--- src/pmon_pkg.sv ---
// Purpose: Constants for the power-monitor sampling control block
// Assumes: Command codes are the byte-wide PMBus command codes of the device
// Notes: Shared by the design and by the verification side
package pmon_pkg;

  // ------------------------------------------------------------------
  // Command codes
  // ------------------------------------------------------------------
  localparam logic [7:0] CMD_READ_VIN = 8'h88;
  localparam logic [7:0] CMD_READ_VOUT = 8'h8B;
  localparam logic [7:0] CMD_READ_IOUT = 8'h8C;
  localparam logic [7:0] CMD_READ_TEMP = 8'h8D;
  localparam logic [7:0] CMD_READ_PIN = 8'h97;
  localparam logic [7:0] CMD_PEAK_CURRENT_HOLD = 8'hD0;
  localparam logic [7:0] CMD_PEAK_INPUT_VOLTAGE_HOLD = 8'hD1;
  localparam logic [7:0] CMD_PEAK_OUTPUT_VOLTAGE_HOLD = 8'hD2;
  localparam logic [7:0] CMD_MONITOR_RUN_CONTROL = 8'hD3;
  localparam logic [7:0] CMD_MONITOR_SAMPLING_CONFIG = 8'hD4;

  // ------------------------------------------------------------------
  // Reset values and field layout
  // ------------------------------------------------------------------
  localparam logic RUN_RESET = 1'b1;
  localparam logic [15:0] CFG_RESET = 16'h0714;
  localparam logic [15:0] CFG_WRITE_MASK = 16'hFF1E;
  localparam logic [15:0] PEAK_CLEAR_VALUE = 16'h0000;
  localparam int RUN_BIT = 0;
  localparam int CFG_TEMP_FILTER_BIT = 15;
  localparam int CFG_SIMUL_BIT = 14;
  localparam int CFG_POWER_AVERAGE_LSB = 11;
  localparam int CFG_VOLT_CURRENT_AVERAGE_LSB = 8;
  localparam int CFG_MODE_BIT = 4;
  localparam int CFG_TEMP_EN_BIT = 3;
  localparam int CFG_IN_VOLT_EN_BIT = 2;
  localparam int CFG_VOUT_EN_BIT = 1;

  // ------------------------------------------------------------------
  // Channels and widths
  // ------------------------------------------------------------------
  localparam logic [1:0] CH_IOUT = 2'h0;
  localparam logic [1:0] CH_VIN = 2'h1;
  localparam logic [1:0] CH_VOUT = 2'h2;
  localparam logic [1:0] CH_TEMP = 2'h3;
  localparam int MEAS_W = 12;
  localparam int ACC_W = 19;
  localparam int PACC_W = 31;

  typedef enum logic [2:0] {
    S_IDLE = 3'b001,
    S_LAUNCH = 3'b010,
    S_WAIT = 3'b100
  } samp_state_e;

endpackage : pmon_pkg

--- src/pmon_sampling_ctrl.sv ---
// Purpose: Peak hold, run control and sampling configuration of a power monitor
// Assumes: All inputs synchronous to MCLK; ADC conversion is outside the block
// Notes: Register access is by command code, as the PMBus protocol layer delivers it
//
// Function
// - Peak current register keeps largest averaged current, 12 bits low.
// - Peak input-voltage register keeps largest averaged input voltage, 12 bits.
// - Peak output-voltage register keeps largest averaged output voltage, 12 bits.
// - Writing zero to a peak register restarts its tracking.
// - Peak registers read upper four bits as zero and reset to zero.
// - Run bit 0 of control stops or runs sampling; resets to one.
// - Config bit 4 picks single-shot or continuous; single-shot clears run after cycle.
// - Trigger rising edge or slave-select falling edge sets the run bit.
// - Trigger edges during sampling are ignored.
// - Config bit 15 enables the temperature filter; resets disabled.
// - Config bit 14 enables simultaneous sampling; resets disabled.
// - Bits 13..11 pick power averaging of 1 to 128 samples; reset 000.
// - Bits 10..8 pick voltage and current averaging; reset 128 samples.
// - Bits 3, 2, 1 add temperature, input and output voltage to rotation.
// - Control bits 7..1 read zero; config resets to 0x0714.
// - Each channel is reported averaged, 12 bits with upper four zero.
`timescale 1ns/1ps
`default_nettype none

module pmon_sampling_ctrl
  import pmon_pkg::*;
(
  input wire logic MCLK,
  input wire logic RST_N,
  input wire logic [7:0] CMD_CODE,
  input wire logic WR_STB,
  input wire logic [15:0] WR_DATA,
  input wire logic RD_STB,
  output logic [15:0] RD_DATA,
  output logic RD_VALID,
  input wire logic CONVERSION_TRIGGER_INPUT,
  input wire logic SPI_SS_N,
  output logic ADC_START,
  output logic [1:0] ADC_CHAN,
  input wire logic ADC_DONE,
  input wire logic [11:0] ADC_DATA,
  output logic ADC_SIMULTANEOUS,
  output logic TEMP_FILTER_ENABLE,
  output logic SAMPLING
);

  // ------------------------------------------------------------------
  // Helpers
  // ------------------------------------------------------------------
  function automatic logic [2:0] next_chan(input logic [1:0] cur, input logic [3:0] en);
    logic [2:0] r;
    logic [2:0] k;
    r = {1'b1, CH_IOUT};
    for (int i = 3; i >= 1; i--)
    begin
      k = {1'b0, cur} + 3'(i);
      if (k <= 3'h3 && en[k[1:0]])
        r = {1'b0, k[1:0]};
    end
    return r;
  endfunction : next_chan

  function automatic logic [7:0] last_count(input logic [2:0] sel);
    return (8'h01 << sel) - 8'h01;
  endfunction : last_count

  // ------------------------------------------------------------------
  // State
  // ------------------------------------------------------------------
  samp_state_e state_q, state_d;
  logic run_q, run_d;
  logic [15:0] cfg_q, cfg_d;
  logic [11:0] peak_q [3];
  logic [11:0] peak_d [3];
  logic [11:0] meas_q [4];
  logic [11:0] meas_d [4];
  logic [ACC_W-1:0] acc_q [4];
  logic [ACC_W-1:0] acc_d [4];
  logic [PACC_W-1:0] pacc_q, pacc_d;
  logic [15:0] pin_q, pin_d;
  logic [11:0] vin_smp_q, vin_smp_d;
  logic [7:0] cnt_q, cnt_d;
  logic [7:0] pcnt_q, pcnt_d;
  logic [1:0] ch_q, ch_d;
  logic trig_prev_q, trig_prev_d;
  logic ss_prev_q, ss_prev_d;
  logic [15:0] rd_data_q, rd_data_d;
  logic rd_valid_q, rd_valid_d;
  logic start_q, start_d;

  logic [3:0] chan_en;
  logic [2:0] vi_sel;
  logic [2:0] pwr_sel;
  logic [2:0] nxt;
  logic trig_edge;
  logic vi_done;
  logic [23:0] pwr_smp;
  logic [ACC_W-1:0] acc_new;
  logic [11:0] avg;
  logic [12:0] filt;

  assign chan_en = {cfg_q[CFG_TEMP_EN_BIT], cfg_q[CFG_VOUT_EN_BIT],
                    cfg_q[CFG_IN_VOLT_EN_BIT], 1'b1};
  assign vi_sel = cfg_q[CFG_VOLT_CURRENT_AVERAGE_LSB +: 3];
  assign pwr_sel = cfg_q[CFG_POWER_AVERAGE_LSB +: 3];

  // ------------------------------------------------------------------
  // Next-state logic
  // ------------------------------------------------------------------
  always_comb
  begin
    state_d = state_q;
    run_d = run_q;
    cfg_d = cfg_q;
    peak_d = peak_q;
    meas_d = meas_q;
    acc_d = acc_q;
    pacc_d = pacc_q;
    pin_d = pin_q;
    vin_smp_d = vin_smp_q;
    cnt_d = cnt_q;
    pcnt_d = pcnt_q;
    ch_d = ch_q;
    start_d = 1'b0;
    trig_prev_d = CONVERSION_TRIGGER_INPUT;
    ss_prev_d = SPI_SS_N;
    nxt = next_chan(ch_q, chan_en);
    vi_done = 1'b0;
    pwr_smp = {12'h000, ADC_DATA} * {12'h000, vin_smp_q};
    acc_new = acc_q[ch_q] + ACC_W'(ADC_DATA);
    avg = 12'h000;
    filt = 13'h0000;

    // Host writes; a zero write restarts peak tracking, other values are ignored
    if (WR_STB)
    begin
      case (CMD_CODE)
        CMD_PEAK_CURRENT_HOLD, CMD_PEAK_INPUT_VOLTAGE_HOLD, CMD_PEAK_OUTPUT_VOLTAGE_HOLD:
          if (WR_DATA == PEAK_CLEAR_VALUE)
            peak_d[CMD_CODE[1:0]] = 12'h000;
        CMD_MONITOR_RUN_CONTROL:
          run_d = WR_DATA[RUN_BIT];
        CMD_MONITOR_SAMPLING_CONFIG:
          cfg_d = WR_DATA & CFG_WRITE_MASK;
        default:
          ;
      endcase
    end

    // Sampling sequencer
    case (state_q)
      S_IDLE:
      begin
        if (run_q)
        begin
          ch_d = CH_IOUT;
          cnt_d = 8'h00;
          pcnt_d = 8'h00;
          pacc_d = '0;
          for (int i = 0; i < 4; i++)
            acc_d[i] = '0;
          state_d = S_LAUNCH;
        end
      end
      S_LAUNCH:
      begin
        start_d = 1'b1;
        state_d = S_WAIT;
      end
      S_WAIT:
      begin
        if (ADC_DONE)
        begin
          acc_d[ch_q] = acc_new;
          if (ch_q == CH_VIN)
            vin_smp_d = ADC_DATA;
          // One power sample per rotation, from current and the latest input voltage
          if (ch_q == CH_IOUT)
          begin
            if (pcnt_q == last_count(pwr_sel))
            begin
              pin_d = 16'((PACC_W'(pacc_q) + PACC_W'(pwr_smp)) >> pwr_sel >> 8);
              pacc_d = '0;
              pcnt_d = 8'h00;
            end
            else
            begin
              pacc_d = pacc_q + PACC_W'(pwr_smp);
              pcnt_d = pcnt_q + 8'h01;
            end
          end
          ch_d = nxt[1:0];
          if (nxt[2])
          begin
            if (cnt_q == last_count(vi_sel))
              vi_done = 1'b1;
            else
              cnt_d = cnt_q + 8'h01;
          end
          state_d = S_LAUNCH;
        end
      end
      default:
        state_d = S_IDLE;
    endcase

    // Averaging window closed: publish enabled channels and update peaks
    if (vi_done)
    begin
      cnt_d = 8'h00;
      for (int i = 0; i < 4; i++)
      begin
        acc_d[i] = '0;
        avg = 12'((((i == int'(ch_q)) ? acc_new : acc_q[i])) >> vi_sel);
        if (i == int'(CH_TEMP) && cfg_q[CFG_TEMP_FILTER_BIT])
        begin
          filt = ({1'b0, meas_q[i]} + {1'b0, avg}) >> 1;
          avg = filt[11:0];
        end
        if (chan_en[i])
          meas_d[i] = avg;
      end
      // Temperature has no peak register in this block, so only three channels track
      for (int i = 0; i < 3; i++)
      begin
        if (chan_en[i] && meas_d[i] > peak_d[i])
          peak_d[i] = meas_d[i];
      end
      if (!cfg_q[CFG_MODE_BIT])
        run_d = 1'b0;
    end

    // Trigger edges start a run only when the monitor is idle; set wins over a write
    trig_edge = (CONVERSION_TRIGGER_INPUT && !trig_prev_q) || (!SPI_SS_N && ss_prev_q);
    if (trig_edge && state_q == S_IDLE && !run_q)
      run_d = 1'b1;

    if (!run_d)
      state_d = S_IDLE;
  end

  // ------------------------------------------------------------------
  // Read path
  // ------------------------------------------------------------------
  always_comb
  begin
    rd_valid_d = RD_STB;
    rd_data_d = rd_data_q;
    if (RD_STB)
    begin
      case (CMD_CODE)
        CMD_READ_IOUT: rd_data_d = {4'h0, meas_q[CH_IOUT]};
        CMD_READ_VIN: rd_data_d = {4'h0, meas_q[CH_VIN]};
        CMD_READ_VOUT: rd_data_d = {4'h0, meas_q[CH_VOUT]};
        CMD_READ_TEMP: rd_data_d = {4'h0, meas_q[CH_TEMP]};
        CMD_READ_PIN: rd_data_d = pin_q;
        CMD_PEAK_CURRENT_HOLD, CMD_PEAK_INPUT_VOLTAGE_HOLD, CMD_PEAK_OUTPUT_VOLTAGE_HOLD:
          rd_data_d = {4'h0, peak_q[CMD_CODE[1:0]]};
        CMD_MONITOR_RUN_CONTROL: rd_data_d = {15'h0000, run_q};
        CMD_MONITOR_SAMPLING_CONFIG: rd_data_d = cfg_q;
        default: rd_data_d = 16'h0000;
      endcase
    end
  end

  // ------------------------------------------------------------------
  // Registers
  // ------------------------------------------------------------------
  always_ff @(posedge MCLK)
  begin
    if (!RST_N)
    begin
      state_q <= S_IDLE;
      run_q <= RUN_RESET;
      cfg_q <= CFG_RESET;
      for (int i = 0; i < 3; i++)
        peak_q[i] <= 12'h000;
      for (int i = 0; i < 4; i++)
      begin
        meas_q[i] <= 12'h000;
        acc_q[i] <= '0;
      end
      pacc_q <= '0;
      pin_q <= 16'h0000;
      vin_smp_q <= 12'h000;
      cnt_q <= 8'h00;
      pcnt_q <= 8'h00;
      ch_q <= CH_IOUT;
      trig_prev_q <= 1'b0;
      ss_prev_q <= 1'b1;
      rd_data_q <= 16'h0000;
      rd_valid_q <= 1'b0;
      start_q <= 1'b0;
    end
    else
    begin
      state_q <= state_d;
      run_q <= run_d;
      cfg_q <= cfg_d;
      peak_q <= peak_d;
      meas_q <= meas_d;
      acc_q <= acc_d;
      pacc_q <= pacc_d;
      pin_q <= pin_d;
      vin_smp_q <= vin_smp_d;
      cnt_q <= cnt_d;
      pcnt_q <= pcnt_d;
      ch_q <= ch_d;
      trig_prev_q <= trig_prev_d;
      ss_prev_q <= ss_prev_d;
      rd_data_q <= rd_data_d;
      rd_valid_q <= rd_valid_d;
      start_q <= start_d;
    end
  end

  // ------------------------------------------------------------------
  // Outputs
  // ------------------------------------------------------------------
  assign RD_DATA = rd_data_q;
  assign RD_VALID = rd_valid_q;
  assign ADC_START = start_q;
  assign ADC_CHAN = ch_q;
  assign ADC_SIMULTANEOUS = cfg_q[CFG_SIMUL_BIT];
  assign TEMP_FILTER_ENABLE = cfg_q[CFG_TEMP_FILTER_BIT];
  assign SAMPLING = run_q;

endmodule : pmon_sampling_ctrl

`default_nettype wire

--- config.mk ---
export PLATFORM = sky130hd
export DESIGN_NAME = pmon_sampling_ctrl
export DESIGN_NICKNAME = d
export VERILOG_FILES = /design/src/pmon_pkg.sv /design/src/pmon_sampling_ctrl.sv
export SDC_FILE = /design/constraint.sdc
export NUM_CORES = 1
export LEC_CHECK = 0
export BUFFER_PORTS_ARGS = -buffer_cell sky130_fd_sc_hd__buf_2
export CAP_MARGIN = 0
export CORE_UTILIZATION = 55
export CTS_BUF_LIST = sky130_fd_sc_hd__clkbuf_16
export CTS_CLUSTER_SIZE = 12
export DETAILED_ROUTE_END_ITERATION = 8
export MAX_ROUTING_LAYER = met4
export PLACE_DENSITY = 0.74
export SLEW_MARGIN = 5
export SYNTH_ARGS = -nofsm -noshare
export SYNTH_HDL_FRONTEND = slang
export SYNTH_SLANG_ARGS = --single-unit
--- constraint.sdc ---
create_clock -name MCLK -period 7.1 [get_ports MCLK]
set_clock_uncertainty 0.1 [all_clocks]
set_input_delay 0.355 -clock MCLK [delete_from_list [all_inputs] [get_ports MCLK]]
set_output_delay 0.355 -clock MCLK [all_outputs]
set_load 0.02 [all_outputs]
# Word-level counts from Yosys, hierarchy flattened
# Cells that the tools add are included.
# totals
register_bits	273
in_bits	43
output_inout_bits	23
wordCells	186
# classes
addsub	10
multipliers	1
n_lt_le_gt_ge	13
eq_ne	24
n_shift	7
mux	71
n_bitwise	5
n_reduce_logical	30
# op_table
operator	count
two-way mux 76 bit	2
case mux 76 bit (2 select lines)	1
two-way mux 12 bit	12
two-way mux 36 bit	4
two-way mux 19 bit	7
case mux 16 bit (8 select lines)	1
two-way mux 31 bit	4
== test 8 bit, second input constant	10
bitwise mux 76 bit	1
right shift 19 x 3 -> 12 bit	4
case mux 31 bit (2 select lines)	1
two-way mux 8 bit	7
binary-select mux 19 bit (select 2 bit)	1
demux 19 bit (select 2 bit)	1
AND 36 bit	1
greater-than comparator 12 bit	3
inverter 36 bit	1
case mux 8 bit (2 select lines)	2
adder 31 x 24 -> 31 bit	1
right shift 31 x 3 -> 24 bit	1
binary-select mux 12 bit (select 2 bit)	1
demux 12 bit (select 2 bit)	1
multiplier 12 x 12 -> 24 bit	1
adder 19 x 12 -> 19 bit	1
38 further kinds	92

# Longest topological paths before layout
# Gate-level depths: netlist of run 1.
# depth
depth_word	15
mapped_depth	29
ltp_nobuf	24

# Worst setup path after synthesis of run 1
# No wires, ideal clock.
# synth_timing
path_kind	register to register
from	reg ch_q[0], in the netlist ADC_CHAN[0]
to	reg peak_q[14] (netlist bit)
t_arrival_ns	7.244
required_time_ns	6.940
slack_ns	-0.304
path_stages_with_launch	28
path_buffers	4
period_less_slack_ns	7.404
path_cell_list	dfxtp_1 > buf_4 > buf_2 > buf_1 > mux4_2 > ha_1 > fa_1 > a211oi_1 > nor2_1 > o2111ai_2 > a21oi_1 > xor2_1 > buf_2 > mux4_2 > mux2i_1 > mux2i_1 > mux2_2 > ha_1 > a21o_1 > a21o_1 > a21o_1 > a21o_1 > a21o_1 > a21o_1 > a221oi_1 > nor3_1 > nor2_1 > a22o_1
# synth_via
elab_chain_len	13
word_cells_on_any_way	35
classes_between	add/sub (4); order compare (4); eq/ne (1); shift (1); mux (20); bitwise (1); reduce/logical (4)
# synth_lines
item	line	text
from (decl)	pmon_sampling_ctrl.sv:84	logic [1:0] ch_q, ch_d;
from (signal assigned)	pmon_sampling_ctrl.sv:308	ch_q <= ch_d;
inverter 2 -> 3 bit (not written as such)	pmon_sampling_ctrl.sv:130	acc_new = acc_q[ch_q] + ACC_W'(ADC_DATA);
binary-select mux 19 bit (select 2 bit)	pmon_sampling_ctrl.sv:130	
two-way mux 19 bit (not written as such) (2 in series)	pmon_sampling_ctrl.sv:130	
adder 19 x 12 -> 19 bit	pmon_sampling_ctrl.sv:130	
two-way mux 19 bit	pmon_sampling_ctrl.sv:214	avg = 12'((((i == int'(ch_q)) ? acc_new : acc_q[i])) >> vi_sel);
right shift 19 x 3 -> 12 bit	pmon_sampling_ctrl.sv:214	
two-way mux 12 bit	pmon_sampling_ctrl.sv:220	if (chan_en[i])
two-way mux 12 bit	pmon_sampling_ctrl.sv:208	if (vi_done)
greater-than comparator 12 bit	pmon_sampling_ctrl.sv:226	if (chan_en[i] && meas_d[i] > peak_d[i])
logical AND 1 bit	pmon_sampling_ctrl.sv:226	
two-way mux 12 bit	pmon_sampling_ctrl.sv:226	
two-way mux 36 bit *	pmon_sampling_ctrl.sv:208	
to (signal assigned)	pmon_sampling_ctrl.sv:300	peak_q <= peak_d;
to (decl)	pmon_sampling_ctrl.sv:73	logic [11:0] peak_q [3];
# Every way passes the cells marked *; elsewhere a longest branch is shown, timed or not. The select of a mux whose other input is x is not followed.
# A chain may end at the register's enable or synchronous reset.

# Worst setup path after layout of run 1
# layout_timing
from	reg ch_q[0], in the netlist ADC_CHAN[0]
to	reg peak_q[21] (netlist bit)
# Same word-level chain as after synthesis.

==> results of run 1 <==
per-layer routing:
metal | vias up | part of all wire [%]
met1 | 11000 | 39
li1 | 10200 | -
met3 | 339 | 9.2
met5 | - | 0
met4 | 0 | 6.4
met2 | 1287 | 46
registers in the layout, indices dropped and copies added, names as in the netlist:
| name | flops |
|---|---|
| ADC_CHAN | 2 |
| ADC_START | 1 |
| RD_DATA | 16 |
| RD_VALID | 1 |
| SAMPLING | 1 |
| acc_q | 76 |
| cfg_q | 12 |
| cnt_q | 8 |
| meas_q | 48 |
| pacc_q | 31 |
| pcnt_q | 8 |
| peak_q | 36 |
| pin_q | 16 |
| ss_prev_q | 1 |
| state_q | 3 |
| trig_prev_q | 1 |
| vin_smp_q | 12 |
final cells by class:
cell class / instances / area [sq um] / area share (%)
Multi-Input combinational cell: 2203 / 17000 / 65.3
Sequential cell: 273 / 5480 / 21.0
Clock buffer: 38 / 951 / 3.65
Inverter: 240 / 901 / 3.46
Timing Repair Buffer: 123 / 793 / 3.04
Tap cell: 585 / 732 / 2.81
Clock inverter: 27 / 194 / 0.744
Antenna cell: 2 / 5.00 / 0.0192
repair_timing:
action,in CTS,in global routing
setup buffers,0,2
resized for setup,0,3
setup endpoints to repair,0,11
endpoints found under the hold margin,13,0
hold buffers,13,0
Yosys cell counts, drive strengths merged, types with 9 or more instances:
| master | n | area, sq um |
|---|---|---|
| xnor2 | 32 | 280 |
| nand2b | 19 | 119 |
| nand2 | 352 | 1320 |
| dfxtp | 273 | 5470 |
| ha | 136 | 1700 |
| or2 | 9 | 56.3 |
| a211oi | 36 | 295 |
| nor4 | 11 | 68.8 |
| a222oi | 10 | 100 |
| inv | 237 | 890 |
| a31oi | 36 | 225 |
| clkbuf | 176 | 661 |
| nand3 | 89 | 450 |
| or3 | 13 | 86.3 |
| a22o | 19 | 166 |
| buf | 35 | 159 |
| o21ai | 108 | 541 |
| a21oi | 217 | 1090 |
| nor3 | 49 | 245 |
| mux2 | 37 | 417 |
| a22oi | 50 | 375 |
| mux2i | 113 | 1130 |
| a221oi | 14 | 129 |
| and2 | 116 | 726 |
| a21o | 48 | 360 |
| nor2b | 23 | 144 |
| mux4 | 70 | 1580 |
| o211ai | 20 | 155 |
| o22ai | 15 | 93.8 |
| fa | 125 | 2500 |
| and3 | 22 | 138 |
| nor2 | 221 | 830 |
| xor2 | 26 | 235 |
| nand4 | 17 | 106 |
| o2bb2ai | 16 | 140 |
| o21a | 16 | 128 |
cell families (layout without fill, tap and decap cells):
group / Yosys count / after routing
simple gates: 958 / 958
flops: 273 / 273
compound gates: 706 / 706
buf+inv: 451 / 428
other cells: 0 / 2
fa+ha+maj: 261 / 261
mux: 220 / 220
xor+xnor: 58 / 58
worst max path at each step:
stage,startpoint,slack (ns),end
global route,ADC_CHAN[0],-0.08,peak_q[16]
global placement,ADC_CHAN[0],0.41,peak_q[21]
CTS,ADC_CHAN[0],0.17,peak_q[14]
detailed placement,ADC_CHAN[0],0.25,peak_q[14]
floorplan,ADC_CHAN[0],0.02,peak_q[14]
finish,ADC_CHAN[0],0.27,peak_q[21]
report_power, final:
group	switching, uW	internal [uW]	total [uW]	leakage (uW)
Clock	765	1040	1810	0.000583
Sequential	7.61	1540	1550	0.00220
Combinational	213	69.1	282	0.00817
Total	985	2650	3640	0.0110
per-stage QoR:
stage	TNS, ns	std cells
after floorplan	0	2927
after global placement	0	3409
after detailed placement	0	3409
after CTS	0	3487
after global routing	-0.764	3491
final	0	3491
worst reg2reg max path, cell delays in order, from the launching register on:
cell and delay, ns:
dfxtp_4 0.45, mux4_2 0.53, ha_1 0.28, fa_1 0.49, a211oi_1 0.34, nor2_1 0.20, o2111ai_4 0.32, a21oi_1 0.13
xor2_1 0.20, mux4_2 0.52, mux2i_1 0.20, mux2i_1 0.21, mux2_2 0.33, ha_1 0.32, a21o_1 0.19, a21o_1 0.17
a21o_1 0.17, a21o_1 0.17, a21o_1 0.17, a21o_1 0.17, a221oi_1 0.43, nor3_1 0.20, nor2_2 0.17, buf_4 0.17
a22o_1 0.14
==> metrics.md, run 1 <==
| Metric | Value |
|---|---|
| Synth Flop Type | `dfxtp_1` |
| Final Hold Violating Endpoints | `0` |
| Global routing usage on met1 | `43.7%` |
| Summed instance area of the synthesized netlist | `0.0242 sq mm` |
| Worst-margin pin slew | `1.32 ns` |
| Minimum clock period | `6.83 ns` |
| Worst skew pair latency | `0.58 ns` |
| Commonest non-fill, non-tap cells in the layout | `nand2_1, dfxtp_1, inv_1` |
| Count of unique library cells instantiated by Yosys | `88` |
| Total placed instance area | `0.0247 sq mm` |
| Fraction of layout instances using a drive strength above 1 | `10.7%` |
| Critical path data arrival time | `7.24 ns` |
| Overall overflow remaining after global route | `0` |
| Crit path top cell by count | `a21o_1` |
| Ratio of final minimum period to clock period | `96.2%` |
| Worst setup EP type | `flip-flop` |
| Achievable clock frequency | `146 MHz` |
| Vias | `22.8k` |
| H-tree depth | `2` |
| Horizontal extent of the die | `212 um` |
| Leakage power of the design | `0.0110 uW` |
| Cell Pwr Density | `140 mW/mm^2` |
| Final setup violating endpoints | `0` |
| Count of routing violations after the opening detailed-route iteration | `2674` |
| Run status | `complete, no violations` |
| Max incr delay on CP | `0.53 ns` |
| Total number of placement rows | `76` |
| Headroom to the max-slew limit | `11.8%` |
| Core box area | `0.0432 sq mm` |
| Clock slew at reported path FFs | `0.06 ns` |
| Count of maximum capacitance violations | `0` |
| Root buffer cell | `clkbuf_16` |
| Number of buffer and inverter instances along the worst setup path | `1` |
| Antenna violations before repair | `2` |
| RD Place Congestion | `1.00` |
| Final Power | `3640 uW` |
| Most used routing layer in global routing | `met2` |
| Clk sink count | `273` |
| Die Ht | `212 um` |
| Number of I/O pins | `66` |
| Count of buffers from port buffering | `65` |
| Wire length of the first global-routing pass | `123000 um` |
| Half-perimeter wire length after placement | `56500 um` |
| Reg2reg start | `ADC_CHAN[0]` |
| Fraction of the yosys area taken by sequential cells | `22.6%` |
| Met2 GRT Util | `57.1%` |
| Critical-path top delay cell | `mux4_2` |
| Global Route Usage Sum | `36.2%` |
| DRC Markers | `0` |
| Area of the die | `0.0448 sq mm` |
| Critical R2R Capture | `peak_q[21]` |
| Number of cells on the critical path | `24` |
| Sequence of cells on the critical path | `mux4_2 > ha_1 > fa_1 > a211oi_1 > nor2_1 > o2111ai_4 > a21oi_1 > xor2_1 > mux4_2 > mux2i_1 > mux2i_1 > mux2_2 > ha_1 > a21o_1 > a21o_1 > a21o_1 > a21o_1 > a21o_1 > a21o_1 > a221oi_1 > nor3_1 > nor2_2 > buf_4 > a22o_1` |
| Dominant combinational cell family by area after synthesis | `compound AO/OA/AOI/OAI gates` |
| Worst Hold End | `cfg_q[10]` |
| Most common library cell in the layout ignoring fill and taps | `nand2_1` |
| EDFF count, synth | `0` |
| Hold slack final | `0.0622 ns` |
| Share of synthesized area spent on multiplexers | `12.9%` |
| Number of nets produced by synthesis | `3231` |
| Post-layout util | `60.4%` |
| Area fraction in and, or, nand and nor cells after synthesis | `18.3%` |
| Max Fanout on Critical Path | `9` |
| Async set-reset flop share out of synthesis | `0%` |
| Hold path depth | `3` |
| Average footprint of a synthesized cell | `8.26 sq um` |
| Average via count per standard cell | `6.54` |
| Setup slack of the worst register-to-register path | `0.27 ns` |
| Area grow syn2layout | `7.84%` |
| Largest vdd supply drop | `0.162 mV` |
| Number of buffers created by CTS | `37` |
| Syn. warnings | `0` |
| Initial Utilization | `56.0%` |
| CTS tree | `done` |
| Hold Startpoint | `WR_DATA[10]` |
| Crit path max-delay family | `compound AO/OA/AOI/OAI gates` |
| Final worst-path setup slack | `0.268 ns` |
| Overall routed net length | `77700 um` |
| First drt pass iteration count | `7` |
| Pre-CTS setup slack | `0.249 ns` |
| Startpoint types | `flip-flop` |
| Min-Delay Path Class | `input port to flip-flop` |
| Post-synthesis sequential element count | `273` |
| Critical path type | `flip-flop to flip-flop` |
| Synthesized netlist cell count | `2927` |
| Post-synthesis adder-cell area fraction | `17.4%` |
| Avg WL per Cell | `22.3 um` |
| CP Data Required Time | `7.51 ns` |
| Met3 Track Usage GR | `6.07%` |
| Number of buffers on the longest clock path | `3` |
| Vias in the first global route | `22.4k` |
| R2r worst-path depth | `24` |
| Count of nets after finishing | `3182` |
| Maximum number of pins on one net before global-route repair | `70` |
| Total of fill cells in the finished design | `3868` |
| Final count of pins violating max slew | `0` |
| Detail Route Antenna Nets | `0` |
| Area of all placed cells without fillers | `0.0261 sq mm` |
| Complex-gate fraction of the synthesized area | `19.5%` |
| Post-synthesis xor/xnor area fraction | `2.13%` |
No activity file was read; power rests on OpenSTA's default activity.
==> inputs of run 2 (changes only) <==
--- a/config.mk
+++ b/config.mk
@@ -7,12 +7,12 @@
 export LEC_CHECK = 0
 export BUFFER_PORTS_ARGS = -buffer_cell sky130_fd_sc_hd__buf_2
 export CAP_MARGIN = 0
-export CORE_UTILIZATION = 55
+export CORE_UTILIZATION = 52
 export CTS_BUF_LIST = sky130_fd_sc_hd__clkbuf_16
 export CTS_CLUSTER_SIZE = 12
 export DETAILED_ROUTE_END_ITERATION = 8
 export MAX_ROUTING_LAYER = met4
-export PLACE_DENSITY = 0.74
+export PLACE_DENSITY = 0.71
 export SLEW_MARGIN = 5
 export SYNTH_ARGS = -nofsm -noshare
 export SYNTH_HDL_FRONTEND = slang
==> metrics.md, run 2 (synthesized netlist as in run 1, its figures left out) <==
| Metric | Value |
|---|---|
| Worst-margin pin slew | `1.28 ns (-0.0413 ns)` |
| Avg WL per Cell | `22.2 um (about the same)` |
| Max reg flops | `76 (unchanged)` |
| Count of nets after finishing | `3184 (+0.063%)` |
| Wire length of the first global-routing pass | `124000 um (+0.40%)` |
| Vias | `22.5k (-1.5%)` |
| Critical path data arrival time | `7.06 ns (-0.18 ns)` |
| Clock slew at reported path FFs | `0.06 ns (about the same)` |
| Worst Hold End | `cfg_q[8]` |
| Setup slack of the worst register-to-register path | `0.44 ns (+0.18 ns)` |
| Sequence of cells on the critical path | `nand2_1 > fa_1 > inv_1 > fa_1 > fa_1 > fa_1 > inv_1 > fa_1 > inv_1 > ha_1 > o21ai_0 > nand2_1 > a41o_1 > and2_1 > or2_2 > o211ai_1 > mux2i_1 > a41o_1 > a311oi_1 > o31a_1` |
| Hold slack final | `0.0410 ns (-0.0212 ns)` |
| Worst setup EP type | `flip-flop` |
| Reg2reg start | `vin_smp_q[6]` |
| Final setup violating endpoints | `0 (unchanged)` |
| Switching Power | `965 uW (-2.0%)` |
| Critical R2R Capture | `pin_q[14]` |
| Commonest non-fill, non-tap cells in the layout | `nand2_1, dfxtp_1, inv_1` |
| Headroom to the max-slew limit | `14.6% (+2.8 points)` |
| Count of routing violations after the opening detailed-route iteration | `2493 (-6.8%)` |
| Antenna violations before repair | `2 (unchanged)` |
| Hold Startpoint | `WR_DATA[8]` |
| Average via count per standard cell | `6.41 (-1.9%)` |
| Min-Delay Path Class | `input port to flip-flop` |
| Max Fanout on Critical Path | `13 (+4)` |
| H-tree depth | `2 (unchanged)` |
| Largest vdd supply drop | `0.171 mV (+5.6%)` |
| R2r worst-path depth | `20 (-17%)` |
| Largest registers ranked by flip-flop count | `acc_q: 76 flops, meas_q: 48 flops, peak_q: 36 flops` |
| Number of I/O pins | `66 (unchanged)` |
| Root buffer cell | `clkbuf_16` |
| Minimum clock period | `6.66 ns (-0.176 ns)` |
| Area grow syn2layout | `8.13%` |
| Final count of pins violating max slew | `0 (unchanged)` |
| Fraction of layout instances using a drive strength above 1 | `10.8% (+0.13 points)` |
| Die Ht | `218 um (+2.8%)` |
| Part of the power in combinational logic | `7.6% (about the same)` |
| Worst skew pair latency | `0.57 ns (about the same)` |
| Fraction of power spent switching nets | `26.3% (-0.81 points)` |
| Critical path type | `flip-flop to flip-flop` |
| Vias in the first global route | `22.0k (-1.9%)` |
| Hold path depth | `3 (unchanged)` |
| Final Hold Violating Endpoints | `0 (unchanged)` |
| Critical-path top delay cell | `dfxtp_1` |
| Leakage power of the design | `0.0110 uW (+0.23%)` |
| Max incr delay on CP | `0.66 ns (+0.13 ns)` |
| Crit path top cell by count | `fa_1` |
| Achievable clock frequency | `150 MHz (+2.6%)` |
| Global Route Usage Sum | `34.1% (-2.0 points)` |
| Cell Pwr Density | `141 mW/mm^2 (+0.74%)` |
| Setup repair after global routing missed its margin | `false` |
| Clk sink count | `273 (unchanged)` |
| Count of buffers from port buffering | `65 (unchanged)` |
| First drt pass iteration count | `7 (unchanged)` |
| Ratio of final minimum period to clock period | `93.7% (-2.5 points)` |
| Initial Utilization | `53.0% (-3.0 points)` |
| CP Data Required Time | `7.50 ns (about the same)` |
| Half-perimeter wire length after placement | `57400 um (+1.6%)` |
| Overall overflow remaining after global route | `0 (unchanged)` |
| Number of buffers created by CTS | `36 (-2.7%)` |
| Run status | `complete, no violations` |
| Core box area | `0.0456 sq mm (+5.6%)` |
| Detail Route Antenna Nets | `0 (unchanged)` |
| CTS tree | `done` |
| Count of maximum capacitance violations | `0 (unchanged)` |
| RD Place Congestion | `0.975 (-2.6%)` |
| Maximum number of pins on one net before global-route repair | `59 (-16%)` |
| Register bank with the most flops | `acc_q` |
| Internal power component | `2710 uW (+2.1%)` |
| Startpoint types | `flip-flop` |
| Number of buffers on the longest clock path | `3 (unchanged)` |
| Setup TNS | `0 ns (unchanged)` |
| DRC Markers | `0 (unchanged)` |
| Horizontal extent of the die | `218 um (+2.8%)` |
| Most common library cell in the layout ignoring fill and taps | `nand2_1` |
| Clock power share | `50.3% (+0.6 points)` |
| Total number of placement rows | `78 (+2.6%)` |
| Proportion of power drawn by flip-flops and latches | `42.1% (-0.4 points)` |
| Overall routed net length | `78000 um (+0.36%)` |
| Area of the die | `0.0473 sq mm (+5.7%)` |
==> run 2: critical path, delay by kind of cell, from the launching register on <==
family	cells	cell delay [ns]
AND/OR/NAND/NOR	4	0.82
multiplexers	1	0.21
AO/OA/AOI/OAI	6	1.76
buffers and inverters	3	0.14
adder cells (fa/ha/maj)	6	2.91
flip-flops	1	0.66
==> run 2: timing repair <==
item / in CTS / in global routing
setup buffers: 0 / 2
endpoints found under the hold margin: 12 / 0
hold buffers: 12 / 0
resized for setup: 0 / 1
endpoints found under the setup margin: 0 / 4
==> run 2: final cells by class <==
| type | count | area (sq um) |
|---|---|---|
| multi-input cells | 2203 | 17000 |
| flip-flops and latches | 273 | 5470 |
| well taps | 600 | 751 |
| fillers | 4109 | 19400 |
| clock inverters | 24 | 205 |
| inverters | 240 | 901 |
| clock buffers | 39 | 976 |
| diodes | 1 | 2.50 |
| repair buffers | 126 | 826 |
==> run 2: through the flow <==
step	total power, uW	area, sq um	util (%)	cells	setup WS, ns
6_report	3670	26100	57.3	3506	0.444
5_1_grt	3760	26100	57.3	3506	0.0643
4_1_cts	3680	26100	57.3	3503	0.446
3_5_place_dp	1850	24800	54.4	3428	0.478
3_3_place_gp	1840	24800	54.4	3428	0.521
2_1_floorplan	1750	24200	-	2927	0.0189
==> run 2: worst max-delay path by stage <==
stage                      start          to  slack, ns  cells past startpoint
finish              vin_smp_q[6]   pin_q[14]       0.44                     20
global route         ADC_CHAN[0]  peak_q[16]       0.06                     23
CTS                  ADC_CHAN[0]  peak_q[11]       0.45                     23
detailed placement   ADC_CHAN[0]   peak_q[7]       0.48                     23
global placement     ADC_CHAN[0]  peak_q[11]       0.52                     23
floorplan            ADC_CHAN[0]  peak_q[14]       0.02                     27
==> run 2: layer usage <==
metal	share of wire [%]	wire length, um	GRT usage (%)
met1	40	31000	42.3
met2	47	36500	54.3
met3	8.1	6350	4.88
met4	5.3	4100	17.0
met5	0	0	-
==> run 2: power by group through the flow <==
stage               clock [uW]  sequential (uW)  combinational (uW)
floorplan                    0             1590                 166
global placement             0             1580                 261
detailed placement           0             1580                 264
CTS                       1860             1550                 270
global route              1920             1550                 295
finish                    1850             1550                 278
